File: config.mk
export PLATFORM = sky130hd
export DESIGN_NAME = ctif_top
export DESIGN_NICKNAME = d
export VERILOG_FILES = /design/src/logic/ctif_debounce.v /design/src/logic/ctif_top.v
export VERILOG_INCLUDE_DIRS = /design/src /design/src/logic
export SDC_FILE = /design/constraint.sdc
export NUM_CORES = 2
export LEC_CHECK = 0
export BUFFER_PORTS_ARGS = -buffer_cell sky130_fd_sc_hd__buf_2
export CAP_MARGIN = 20
export CORE_AREA = 2 2 386 541
export CTS_BUF_LIST = sky130_fd_sc_hd__clkbuf_16
export CTS_CLUSTER_DIAMETER = 100
export DETAILED_ROUTE_END_ITERATION = 8
export DIE_AREA = 0 0 388 543
export SYNTH_ARGS = -nofsm -noshare
export SYNTH_HDL_FRONTEND = slang
export SYNTH_SLANG_ARGS = --single-unit
File: constraint.sdc
create_clock -name clock_i -period 5.8 [get_ports clock_i]
set_clock_uncertainty 0.2 [all_clocks]
set_input_delay 0.29 -clock clock_i [delete_from_list [all_inputs] [get_ports clock_i]]
set_output_delay 0.29 -clock clock_i [all_outputs]
set_load 0.03 [all_outputs]
File: src/logic/ctif_defines.vh
// Constants for the counter, timing input and terminal filter block
// Assumes a 50 MHz clock_i and a plain address/strobe register port
// Overview of operation
// - Every terminal input has its own debounce filter with its own enable bit.
// - An enabled filter samples on the fast filter clock for short/medium, slow for long.
// - A level change passes only after N consecutive samples of the new level, both ways.
// - N follows the setting: 112.5 ns, 6.4 us, 2.56 ms presets or a custom N.
// - The filtered signal carries jitter of up to one filter clock period.
// - All terminal filters are disabled after reset until software enables them.
// - Each terminal is individually set as a timing input or a timing output.
// - There are four identical 32-bit counters plus one frequency generator.
// - Each counter has eight inputs, each picked by its own selection mux.
// - Each counter owns a FIFO for buffered measurement samples.
// - Each counter has a helper counter set only through it and routed nowhere.
// - Counters never divide a timebase; the sample clock is another timing signal.
// - Implicit timing latches into the FIFO on edges of the measured signal.
// - Edge count and position take no implicit timing, semi-period no sample clocked timing.
// - Counters measure edges, pulse width, pulse, semi-period, frequency, period, position.
`ifndef CTIF_DEFINES_VH
`define CTIF_DEFINES_VH
// ==========================================
// Sizes
`define CTIF_NUM_PFT       8
`define CTIF_NUM_CTR       4
`define CTIF_FIFO_DEPTH    3'h4
// ==========================================
// Register offsets
`define CTIF_FILT_EN_OFS   8'h00
`define CTIF_FILT_SET_OFS  8'h04
`define CTIF_FILT_CUST_OFS 8'h08
`define CTIF_PFT_DIR_OFS   8'h0c
`define CTIF_PFT_OSEL_OFS  8'h10
`define CTIF_FGEN_OFS      8'h14
`define CTIF_CTR_BASE      2'h1
`define CTIF_CTR_CTRL      2'h0
`define CTIF_CTR_SEL       2'h1
`define CTIF_CTR_COUNT     2'h2
`define CTIF_CTR_FIFO      2'h3
// ==========================================
// Counter control fields
`define CTIF_F_MODE        2:0
`define CTIF_F_TIMING      4:3
`define CTIF_F_DIR         6:5
`define CTIF_B_ARM         7
`define CTIF_B_HWARM_EN    8
`define CTIF_B_PAUSE_EN    9
`define CTIF_B_PAUSE_POL   10
`define CTIF_B_SAMP_FALL   11
`define CTIF_B_SRC_FALL    12
`define CTIF_F_HELPER      23:16
`define CTIF_B_OVF_CLR     25
`define CTIF_B_OVR_CLR     27
`define CTIF_CTRL_WMASK    24'hff1fff
`define CTIF_CTRL_RST      24'h000000
// Modes and timing types
`define CTIF_M_EDGE        3'h0
`define CTIF_M_PW          3'h1
`define CTIF_M_PULSE       3'h2
`define CTIF_M_SEMI        3'h3
`define CTIF_M_FREQ        3'h4
`define CTIF_M_PERIOD      3'h5
`define CTIF_M_POS         3'h6
`define CTIF_T_DEMAND      2'h0
`define CTIF_T_IMPLICIT    2'h1
`define CTIF_T_SAMPLED     2'h2
// ==========================================
// Filter settings and timing
`define CTIF_FS_SHORT      2'h0
`define CTIF_FS_MEDIUM     2'h1
`define CTIF_FS_LONG       2'h2
`define CTIF_FS_CUSTOM     2'h3
`define CTIF_B_CUST_SLOW   16
`define CTIF_CLK_HZ        50000000
`define CTIF_CLK_PS        20000
`define CTIF_SLOW_FCLK_HZ  100000
`define CTIF_SLOW_DIV      (`CTIF_CLK_HZ / `CTIF_SLOW_FCLK_HZ)
`define CTIF_SHORT_PS      112500
`define CTIF_MEDIUM_PS     6400000
`define CTIF_LONG_NS       2560000
`define CTIF_SLOW_NS       10000
`define CTIF_N_SHORT       (`CTIF_SHORT_PS / `CTIF_CLK_PS)
`define CTIF_N_MEDIUM      (`CTIF_MEDIUM_PS / `CTIF_CLK_PS)
`define CTIF_N_LONG        (`CTIF_LONG_NS / `CTIF_SLOW_NS)
`endif

File: src/logic/ctif_debounce.v
// One terminal input: two-flop synchroniser and debounce filter
// Assumes tick_i is a one-cycle filter clock enable in the clock_i domain
`timescale 1ns/1ps
module ctif_debounce (
    input  wire        clock_i,
    input  wire        reset_i,
    input  wire        pin_i,
    input  wire        enable_i,
    input  wire        tick_i,
    input  wire [15:0] n_i,
    output reg         level_o
);
    reg        sync1_reg;
    reg        sync2_reg;
    reg [15:0] cnt_reg;
    // ==========================================
    // Filter
    always @(posedge clock_i) begin
        if (reset_i) begin
            sync1_reg <= 1'b0;
            sync2_reg <= 1'b0;
            cnt_reg   <= 16'h0000;
            level_o   <= 1'b0;
        end else begin
            sync1_reg <= pin_i;
            sync2_reg <= sync1_reg;
            if (!enable_i) begin
                cnt_reg <= 16'h0000;
                level_o <= sync2_reg;
            end else if (tick_i) begin
                if (sync2_reg == level_o) begin
                    cnt_reg <= 16'h0000;
                end else if (cnt_reg + 16'h0001 >= n_i) begin
                    cnt_reg <= 16'h0000;
                    level_o <= sync2_reg;
                end else begin
                    cnt_reg <= cnt_reg + 16'h0001;
                end
            end
        end
    end
endmodule // ctif_debounce

File: src/logic/ctif_top.v
// Four counters, frequency generator and terminal filters with register port
// Assumes pins and external timing inputs are asynchronous to clock_i
//
// The plain strobed port and the register addresses are this design's own decisions.
`timescale 1ns/1ps
module ctif_top (
    input  wire        clock_i,
    input  wire        reset_i,
    input  wire [7:0]  addr_i,
    input  wire [31:0] wr_data_i,
    input  wire        wr_i,
    input  wire        rd_i,
    output reg  [31:0] rd_data_o,
    input  wire [7:0]  programmable_function_terminal_in_i,
    output reg  [7:0]  programmable_function_terminal_out_o,
    output reg  [7:0]  programmable_function_terminal_oe_o,
    input  wire [2:0]  ext_timing_i,
    output reg  [3:0]  counter_terminal_count_o,
    output reg  [3:0]  counter_out_o,
    output reg         freq_out_o
);
`include "ctif_defines.vh"
    localparam [2:0] ST_IDLE = 3'b001;
    localparam [2:0] ST_WAIT = 3'b010;
    localparam [2:0] ST_RUN  = 3'b100;
    localparam integer SLOW_LAST = `CTIF_SLOW_DIV - 1;
    localparam integer N_SH = `CTIF_N_SHORT, N_MD = `CTIF_N_MEDIUM, N_LG = `CTIF_N_LONG;

    function mux16;
        input [15:0] v;
        input [3:0]  s;
        begin
            mux16 = v[s];
        end
    endfunction

    function is_ctr_acc;
        input [7:0] a;
        input [1:0] k;
        input [1:0] r;
        begin
            is_ctr_acc = (a[7:6] == `CTIF_CTR_BASE) && (a[5:4] == k) && (a[3:2] == r);
        end
    endfunction

    // ==========================================
    // Global registers
    reg [7:0]  filt_en_reg;
    reg [15:0] filt_set_reg;
    reg [16:0] filt_cust_reg;
    reg [7:0]  pft_dir_reg;
    reg [23:0] pft_osel_reg;
    reg [16:0] fgen_reg;
    reg [15:0] fgen_cnt_reg;
    reg [8:0]  slow_cnt_reg;
    reg        slow_tick_reg;
    reg [2:0]  ext_s1_reg;
    reg [2:0]  ext_s2_reg;
    wire [7:0] pft_filt;
    wire [15:0] src_vec;
    wire [127:0] count_all;
    wire [127:0] head_all;
    wire [127:0] ctrl_rd_all;
    wire [127:0] sel_all;
    wire [3:0] tc_all;
    wire [3:0] out_all;
    wire [4:0] out_vec = {freq_out_o, counter_out_o};

    always @(posedge clock_i) begin
        if (reset_i) begin
            filt_en_reg   <= 8'h00;
            filt_set_reg  <= 16'h0000;
            filt_cust_reg <= 17'h00001;
            pft_dir_reg   <= 8'h00;
            pft_osel_reg  <= 24'h000000;
            fgen_reg      <= 17'h00000;
        end else if (wr_i) begin
            case (addr_i)
                `CTIF_FILT_EN_OFS:   filt_en_reg   <= wr_data_i[7:0];
                `CTIF_FILT_SET_OFS:  filt_set_reg  <= wr_data_i[15:0];
                `CTIF_FILT_CUST_OFS: filt_cust_reg <= wr_data_i[16:0];
                `CTIF_PFT_DIR_OFS:   pft_dir_reg   <= wr_data_i[7:0];
                `CTIF_PFT_OSEL_OFS:  pft_osel_reg  <= wr_data_i[23:0];
                `CTIF_FGEN_OFS:      fgen_reg      <= wr_data_i[16:0];
                default: ;
            endcase
        end
    end

    // ==========================================
    // Slow filter clock enable and external input sync
    always @(posedge clock_i) begin
        if (reset_i) begin
            slow_cnt_reg  <= 9'h000;
            slow_tick_reg <= 1'b0;
            ext_s1_reg    <= 3'h0;
            ext_s2_reg    <= 3'h0;
        end else begin
            ext_s1_reg <= ext_timing_i;
            ext_s2_reg <= ext_s1_reg;
            slow_tick_reg <= (slow_cnt_reg == SLOW_LAST[8:0]);
            if (slow_cnt_reg == SLOW_LAST[8:0])
                slow_cnt_reg <= 9'h000;
            else
                slow_cnt_reg <= slow_cnt_reg + 9'h001;
        end
    end

    // ==========================================
    // Terminal filters and direction
    genvar p;
    generate
        for (p = 0; p < `CTIF_NUM_PFT; p = p + 1) begin : pft
            wire [1:0]  fs = filt_set_reg[2*p+1:2*p];
            wire        slow = (fs == `CTIF_FS_LONG) ||
                               (fs == `CTIF_FS_CUSTOM && filt_cust_reg[`CTIF_B_CUST_SLOW]);
            wire [15:0] n = (fs == `CTIF_FS_SHORT)  ? N_SH[15:0] :
                            (fs == `CTIF_FS_MEDIUM) ? N_MD[15:0] :
                            (fs == `CTIF_FS_LONG)   ? N_LG[15:0] :
                            filt_cust_reg[15:0];
            ctif_debounce u_flt (
                .clock_i (clock_i),
                .reset_i (reset_i),
                .pin_i   (programmable_function_terminal_in_i[p]),
                .enable_i(filt_en_reg[p]),
                .tick_i  (slow ? slow_tick_reg : 1'b1),
                .n_i     (n),
                .level_o (pft_filt[p])
            );
        end
    endgenerate

    always @(posedge clock_i) begin : pft_out
        integer i;
        if (reset_i) begin
            programmable_function_terminal_out_o <= 8'h00;
            programmable_function_terminal_oe_o  <= 8'h00;
        end else begin
            programmable_function_terminal_oe_o <= pft_dir_reg;
            for (i = 0; i < `CTIF_NUM_PFT; i = i + 1)
                programmable_function_terminal_out_o[i] <=
                    (pft_osel_reg[3*i+:3] < 3'h5) ? out_vec[pft_osel_reg[3*i+:3]] : 1'b0;
        end
    end

    // ==========================================
    // Frequency generator
    always @(posedge clock_i) begin
        if (reset_i) begin
            fgen_cnt_reg <= 16'h0000;
            freq_out_o   <= 1'b0;
        end else if (!fgen_reg[16]) begin
            fgen_cnt_reg <= 16'h0000;
            freq_out_o   <= 1'b0;
        end else if (fgen_cnt_reg + 16'h0001 >= fgen_reg[15:0]) begin
            fgen_cnt_reg <= 16'h0000;
            freq_out_o   <= ~freq_out_o;
        end else begin
            fgen_cnt_reg <= fgen_cnt_reg + 16'h0001;
        end
    end

    // No timebase enters the counter mux, only timing signals
    assign src_vec = {ext_s2_reg, freq_out_o, counter_out_o, pft_filt};

    // ==========================================
    // Counters
    genvar k;
    generate
        for (k = 0; k < `CTIF_NUM_CTR; k = k + 1) begin : ctr
            reg [23:0] ctrl_reg;
            reg [31:0] sel_reg;
            reg [2:0]  st_reg;
            reg [31:0] cnt_reg;
            reg [7:0]  helper_reg;
            reg [31:0] last_reg;
            reg        lastv_reg;
            reg        overrun_reg;
            reg        overflow_reg;
            reg        push_reg;
            reg [31:0] pval_reg;
            reg        tc_reg;
            reg        out_reg;
            reg [7:0]  prev_reg;
            reg [31:0] mem [0:3];
            reg [1:0]  wp_reg;
            reg [1:0]  rp_reg;
            reg [2:0]  lvl_reg;
            wire [7:0] in_v;
            wire [2:0] mode = ctrl_reg[`CTIF_F_MODE];
            wire [1:0] tmg = ctrl_reg[`CTIF_F_TIMING];
            wire [7:0] rise = in_v & ~prev_reg;
            wire [7:0] fall = ~in_v & prev_reg;
            wire src_e = ctrl_reg[`CTIF_B_SRC_FALL] ? fall[0] : rise[0];
            wire samp_e = ctrl_reg[`CTIF_B_SAMP_FALL] ? fall[7] : rise[7];
            wire paused = ctrl_reg[`CTIF_B_PAUSE_EN] && (in_v[1] == ctrl_reg[`CTIF_B_PAUSE_POL]);
            wire free_run = (mode == `CTIF_M_EDGE) || (mode == `CTIF_M_POS);
            wire cfg_err = ((tmg == `CTIF_T_IMPLICIT) && free_run) ||
                           ((tmg == `CTIF_T_SAMPLED) && (mode == `CTIF_M_SEMI));
            wire [7:0] hdiv = (ctrl_reg[`CTIF_F_HELPER] == 8'h00) ? 8'h01 :
                              ctrl_reg[`CTIF_F_HELPER];
            wire start_e = (mode == `CTIF_M_SEMI) ? (rise[1] | fall[1]) : rise[1];
            wire end_e = (mode == `CTIF_M_PW) ? fall[1] :
                         (mode == `CTIF_M_PULSE || mode == `CTIF_M_SEMI) ? (rise[1] | fall[1]) :
                         (mode == `CTIF_M_PERIOD) ? rise[1] :
                         (mode == `CTIF_M_FREQ) ? (rise[1] && helper_reg + 8'h01 >= hdiv) :
                         1'b0;
            wire cnt_en = (mode == `CTIF_M_PW) ? (src_e & in_v[1]) : src_e;
            wire up = (ctrl_reg[`CTIF_F_DIR] == 2'h0) ||
                      (ctrl_reg[`CTIF_F_DIR] == 2'h2 && in_v[5]);
            wire ctrl_wr = wr_i && is_ctr_acc(addr_i, k, `CTIF_CTR_CTRL);
            wire pop = rd_i && is_ctr_acc(addr_i, k, `CTIF_CTR_FIFO) && (lvl_reg != 3'h0);
            wire hw_arm = (st_reg == ST_IDLE) && ctrl_reg[`CTIF_B_HWARM_EN] && rise[3];
            genvar m;
            for (m = 0; m < 8; m = m + 1) begin : isel
                assign in_v[m] = mux16(src_vec, sel_reg[4*m+:4]);
            end

            always @(posedge clock_i) begin
                push_reg <= 1'b0;
                tc_reg   <= 1'b0;
                if (reset_i) begin
                    ctrl_reg    <= `CTIF_CTRL_RST;
                    sel_reg     <= 32'h00000000;
                    st_reg      <= ST_IDLE;
                    cnt_reg     <= 32'h00000000;
                    helper_reg  <= 8'h00;
                    last_reg    <= 32'h00000000;
                    lastv_reg   <= 1'b0;
                    overrun_reg <= 1'b0;
                    pval_reg    <= 32'h00000000;
                    out_reg     <= 1'b0;
                    prev_reg    <= 8'h00;
                end else begin
                    prev_reg <= in_v;
                    if (wr_i && is_ctr_acc(addr_i, k, `CTIF_CTR_SEL))
                        sel_reg <= wr_data_i;
                    if (ctrl_wr && wr_data_i[`CTIF_B_OVR_CLR])
                        overrun_reg <= 1'b0;
                    if (ctrl_wr || hw_arm) begin
                        if (ctrl_wr)
                            ctrl_reg <= wr_data_i[23:0] & `CTIF_CTRL_WMASK;
                        cnt_reg    <= 32'h00000000;
                        helper_reg <= 8'h00;
                        lastv_reg  <= 1'b0;
                        if (ctrl_wr && !wr_data_i[`CTIF_B_ARM])
                            st_reg <= ST_IDLE;
                        else if ((ctrl_wr ? wr_data_i[2:0] : mode) == `CTIF_M_EDGE ||
                                 (ctrl_wr ? wr_data_i[2:0] : mode) == `CTIF_M_POS)
                            st_reg <= ST_RUN;
                        else
                            st_reg <= ST_WAIT;
                    end else begin
                        case (st_reg)
                            ST_IDLE: ;
                            ST_WAIT: begin
                                if (start_e)
                                    st_reg <= ST_RUN;
                            end
                            ST_RUN: begin
                                if (mode == `CTIF_M_EDGE) begin
                                    if (src_e && !paused) begin
                                        cnt_reg <= up ? cnt_reg + 32'h00000001
                                                      : cnt_reg - 32'h00000001;
                                        if ((up && cnt_reg == 32'hffffffff) ||
                                            (!up && cnt_reg == 32'h00000000)) begin
                                            tc_reg  <= 1'b1;
                                            out_reg <= ~out_reg;
                                        end
                                    end
                                end else if (mode == `CTIF_M_POS) begin
                                    if (in_v[6])
                                        cnt_reg <= 32'h00000000;
                                    else if (rise[4])
                                        cnt_reg <= in_v[5] ? cnt_reg + 32'h00000001
                                                           : cnt_reg - 32'h00000001;
                                end else if (end_e) begin
                                    cnt_reg    <= 32'h00000000;
                                    helper_reg <= 8'h00;
                                    if (!cfg_err && tmg != `CTIF_T_SAMPLED) begin
                                        push_reg <= 1'b1;
                                        pval_reg <= cnt_reg;
                                    end
                                    if (tmg == `CTIF_T_DEMAND)
                                        st_reg <= ST_IDLE;
                                    last_reg  <= cnt_reg;
                                    lastv_reg <= 1'b1;
                                end else begin
                                    if (mode == `CTIF_M_FREQ && rise[1])
                                        helper_reg <= helper_reg + 8'h01;
                                    if (cnt_en)
                                        cnt_reg <= cnt_reg + 32'h00000001;
                                end
                            end
                            default: st_reg <= ST_IDLE;
                        endcase
                        if (tmg == `CTIF_T_SAMPLED && samp_e && st_reg != ST_IDLE &&
                            !cfg_err) begin
                            if (free_run) begin
                                push_reg <= 1'b1;
                                pval_reg <= cnt_reg;
                            end else if (lastv_reg && !end_e) begin
                                push_reg  <= 1'b1;
                                pval_reg  <= last_reg;
                                lastv_reg <= 1'b0;
                            end else if (!end_e) begin
                                overrun_reg <= 1'b1;
                            end
                        end
                    end
                end
            end

            // FIFO
            always @(posedge clock_i) begin
                if (reset_i) begin
                    wp_reg       <= 2'h0;
                    rp_reg       <= 2'h0;
                    lvl_reg      <= 3'h0;
                    overflow_reg <= 1'b0;
                end else begin
                    if (ctrl_wr && wr_data_i[`CTIF_B_OVF_CLR])
                        overflow_reg <= 1'b0;
                    if (push_reg && lvl_reg == `CTIF_FIFO_DEPTH && !pop)
                        overflow_reg <= 1'b1;
                    if (push_reg && (lvl_reg != `CTIF_FIFO_DEPTH || pop)) begin
                        mem[wp_reg] <= pval_reg;
                        wp_reg      <= wp_reg + 2'h1;
                    end
                    if (pop)
                        rp_reg <= rp_reg + 2'h1;
                    if (push_reg && (lvl_reg != `CTIF_FIFO_DEPTH || pop) && !pop)
                        lvl_reg <= lvl_reg + 3'h1;
                    else if (pop && !push_reg)
                        lvl_reg <= lvl_reg - 3'h1;
                end
            end

            assign count_all[32*k+:32]   = cnt_reg;
            assign head_all[32*k+:32]    = (lvl_reg != 3'h0) ? mem[rp_reg] : 32'h00000000;
            assign sel_all[32*k+:32]     = sel_reg;
            assign ctrl_rd_all[32*k+:32] = {1'b0, lvl_reg, overrun_reg, cfg_err,
                                            overflow_reg, st_reg != ST_IDLE, ctrl_reg};
            assign tc_all[k]  = tc_reg;
            assign out_all[k] = out_reg;
        end
    endgenerate

    // ==========================================
    // Counter outputs and read port
    always @(posedge clock_i) begin
        if (reset_i) begin
            counter_terminal_count_o <= 4'h0;
            counter_out_o            <= 4'h0;
            rd_data_o                <= 32'h00000000;
        end else begin
            counter_terminal_count_o <= tc_all;
            counter_out_o            <= out_all;
            rd_data_o                <= 32'h00000000;
            if (rd_i) begin
                if (addr_i[7:6] == `CTIF_CTR_BASE) begin
                    case (addr_i[3:2])
                        `CTIF_CTR_CTRL:  rd_data_o <= ctrl_rd_all[32*addr_i[5:4]+:32];
                        `CTIF_CTR_SEL:   rd_data_o <= sel_all[32*addr_i[5:4]+:32];
                        `CTIF_CTR_COUNT: rd_data_o <= count_all[32*addr_i[5:4]+:32];
                        default:         rd_data_o <= head_all[32*addr_i[5:4]+:32];
                    endcase
                end else begin
                    case (addr_i)
                        `CTIF_FILT_EN_OFS:   rd_data_o <= {24'h000000, filt_en_reg};
                        `CTIF_FILT_SET_OFS:  rd_data_o <= {16'h0000, filt_set_reg};
                        `CTIF_FILT_CUST_OFS: rd_data_o <= {15'h0000, filt_cust_reg};
                        `CTIF_PFT_DIR_OFS:   rd_data_o <= {16'h0000, pft_filt, pft_dir_reg};
                        `CTIF_PFT_OSEL_OFS:  rd_data_o <= {8'h00, pft_osel_reg};
                        `CTIF_FGEN_OFS:      rd_data_o <= {15'h0000, fgen_reg};
                        default:             rd_data_o <= 32'h00000000;
                    endcase
                end
            end
        end
    end
endmodule // ctif_top

==> impl_metrics.json <==
{
  "synthCells": 8648,
  "setup_viol": 0,
  "ios": 112,
  "crit_slowest_cell": "dfxtp_1",
  "cp-end-kind": "flip-flop",
  "regMostFlops": "ctr.mem",
  "maxSlewHeadroom": 0.102,
  "max_slew.worst_pin.slew_ns": 1.35,
  "final_cells": 11300,
  "portBuffers": 111,
  "clk_pin_slew_worst_paths_ns": 0.06,
  "final_cell_area_um2": 90700,
  "synth-seq-cells": 1563,
  "outcome": "completed",
  "antenna_found_initial": 26,
  "placed_area_um2": 84700,
  "ys.flop_type": "dfxtp_1",
  "nNetsFinal": 8745,
  "coreArea_um2": 206000,
  "setup_ws_ns": 0.941,
  "viasPerCell": 6.21,
  "crit_required_ns": 6.30,
  "wirelength_mm": 304,
  "grt_pass1_wl_mm": 446,
  "tns_ns": 0,
  "synth_area_leader_cell": "dfxtp_1",
  "numCtsBuffers": 172,
  "ys_top_cells_by_count": "1375 x nand2_1, 1051 x dfxtp_1, 803 x a21oi_1",
  "dp_hpwl_mm": 208,
  "cts_hold_buf": 51,
  "layout-drive-gt1-share": 0.116,
  "cts_buffer_depth": 4,
  "power_density_nw_per_um2": 254,
  "routabilityCongestion": 0.992,
  "syn_area_um2": 81900,
  "post-route-period-util": 0.838,
  "synth-edff-count": 512,
  "ant_nets": 0,
  "worst_path_largest_cell_delay_ns": 0.67,
  "grt_use_total": 0.280,
  "drt-wirelength-per-cell_um": 27.0,
  "holdCritPathClass": "in2reg",
  "yosys_warnings": 0,
  "finalHoldViolations": 0,
  "std_cell_rows": 197,
  "yosysMostFrequentCell": "nand2_1",
  "slew_viol_final": 0,
  "power_w": 0.0231,
  "die_w_um": 388,
  "dieArea_um2": 211000,
  "worstPathCellList": "buf_4 -> mux4_2 -> mux2i_1 -> mux2_2 -> inv_1 -> ha_1 -> nand3b_1 -> or4_1 -> and3_1 -> o31a_1 -> a22o_1 -> a221oi_1 -> a21oi_1",
  "final.min_clock_period_ns": 4.86,
  "crit_fanout": 21,
  "syn_nets": 8933,
  "vias": 70100,
  "cts_resized": 0,
  "htree_levels": 4,
  "ctsRootBufferMaster": "clkbuf_16",
  "insertion_delay_ns": 0.87,
  "initial_core_util": 0.398,
  "async_flop_share": 0,
  "worstPathArrival_ns": 5.36,
  "cts.sinks": 1563,
  "largest_reg_flops": 512,
  "firstDrtPassIters": 8,
  "grt_remaining_overflow": 0,
  "grt_setup_unrepaired": "no",
  "cap_viol_max_count": 0,
  "die_y_um": 543,
  "pre_cts_ws_ns": 1.17,
  "syn_avg_cell_area_um2": 9.47,
  "max_freq_ghz": 0.206,
  "grt_max_degree": 139,
  "yosysSeqAreaShare": 0.445,
  "postCtsSetupBuffers": 0,
  "synth_top_area_frac": 0.257,
  "area_growth_pct": 10.9,
  "start_kind": "flip-flop",
  "worstSetupPathType": "reg2reg",
  "drc": 0,
  "grt_pass1_vias": 67100,
  "synth_area_leaders": "dfxtp_1 26%, edfxtp_1 19%, mux4_2 8.0%",
  "synth.distinct_cells": 106,
  "placed_cells": 10900,
  "ir_drop_mv": 0.201,
  "leakagePower_nw": 32.2,
  "drtIter0Drc": 7948,
  "cts_tree": "done"
}
through the flow:
step                      utilization  hold WS [ns]
final                           0.441        0.0267
after global routing            0.441        0.0385
after CTS                       0.441      0.000286
after detailed placement        0.412         0.239
after global placement          0.412         0.228
after floorplan                     -         0.214
layer usage:
layer,up-vias,global-route usage,part of all wire,wire [um]
met5,-,0,0.00056,170
li1,31300,-,-,-
met4,28,0.194,0.079,24000
met2,3305,0.452,0.46,140000
met1,34500,0.332,0.37,113000
met3,956,0.0610,0.089,27000
layout by cell type, fill, tap and decap left out, drive strengths merged, types with 91 or more instances in the layout:
cell,n
and3,133
inv,178
buf,335
a22oi,130
nor3,171
a21o,92
nand2b,104
a21oi,804
dfxtp,1051
nand3,257
mux2i,236
xor2,133
edfxtp,512
o22ai,91
a221oi,127
clkbuf,177
nor2,661
xnor2,131
ha,226
o21ai,198
mux4,289
nand2,1376
critical path, delay by kind of cell, from the launching register on:
family / cells / cell delay [ns]
AOI/OAI and AO/OA: 4 / 1.28
adders and majority gates: 1 / 0.15
buffers and inverters: 2 / 0.53
DFF: 1 / 0.67
muxes: 3 / 0.71
and+or+nand+nor: 3 / 1.13
area by class of cell:
class	count	area, um^2
diodes	11	27.5
well taps	2686	3360
fillers	19500	115000
clock buffers	177	4430
clock inverters	129	1060
multi-input cells	6202	42100
inverters	135	507
repair buffers	386	2850
flip-flops and latches	1563	36400
report_power, final:
group | total [W] | internal, W | switching (W)
clock network | 0.0110 | 0.00618 | 0.00477
registers | 0.0113 | 0.0112 | 0.0000437
logic | 0.000812 | 0.000212 | 0.000600
cells by family (layout without fill, tap and decap cells):
| group | after synthesis | count (layout) | share of synthesized area |
|---|---|---|---|
| simple gates | 3186 | 3186 | 0.178 |
| flops | 1563 | 1563 | 0.445 |
| xor+xnor | 264 | 264 | 0.0282 |
| mux | 545 | 545 | 0.111 |
| compound gates | 1977 | 1977 | 0.159 |
| fa+ha+maj | 230 | 230 | 0.0355 |
| buf+inv | 883 | 827 | 0.0428 |
| other cells | 0 | 11 | 0 |
worst paths after layout:
check	from	endpoint	slack (ns)	cells after the start
worst max-delay path	pft[5].u_flt.level_o	ctr[3].cnt_reg[3]	0.94	13
worst min-delay path	programmable_function_terminal_in_i[7]	pft[7].u_flt.sync1_reg	0.03	3
worst max register to register	pft[5].u_flt.level_o	ctr[3].cnt_reg[3]	0.94	13
worst min register to register	ctr[2].last_reg[19]	ctr[2].pval_reg[19]	0.22	2
Note: power is estimated with default switching activity, not from simulation.
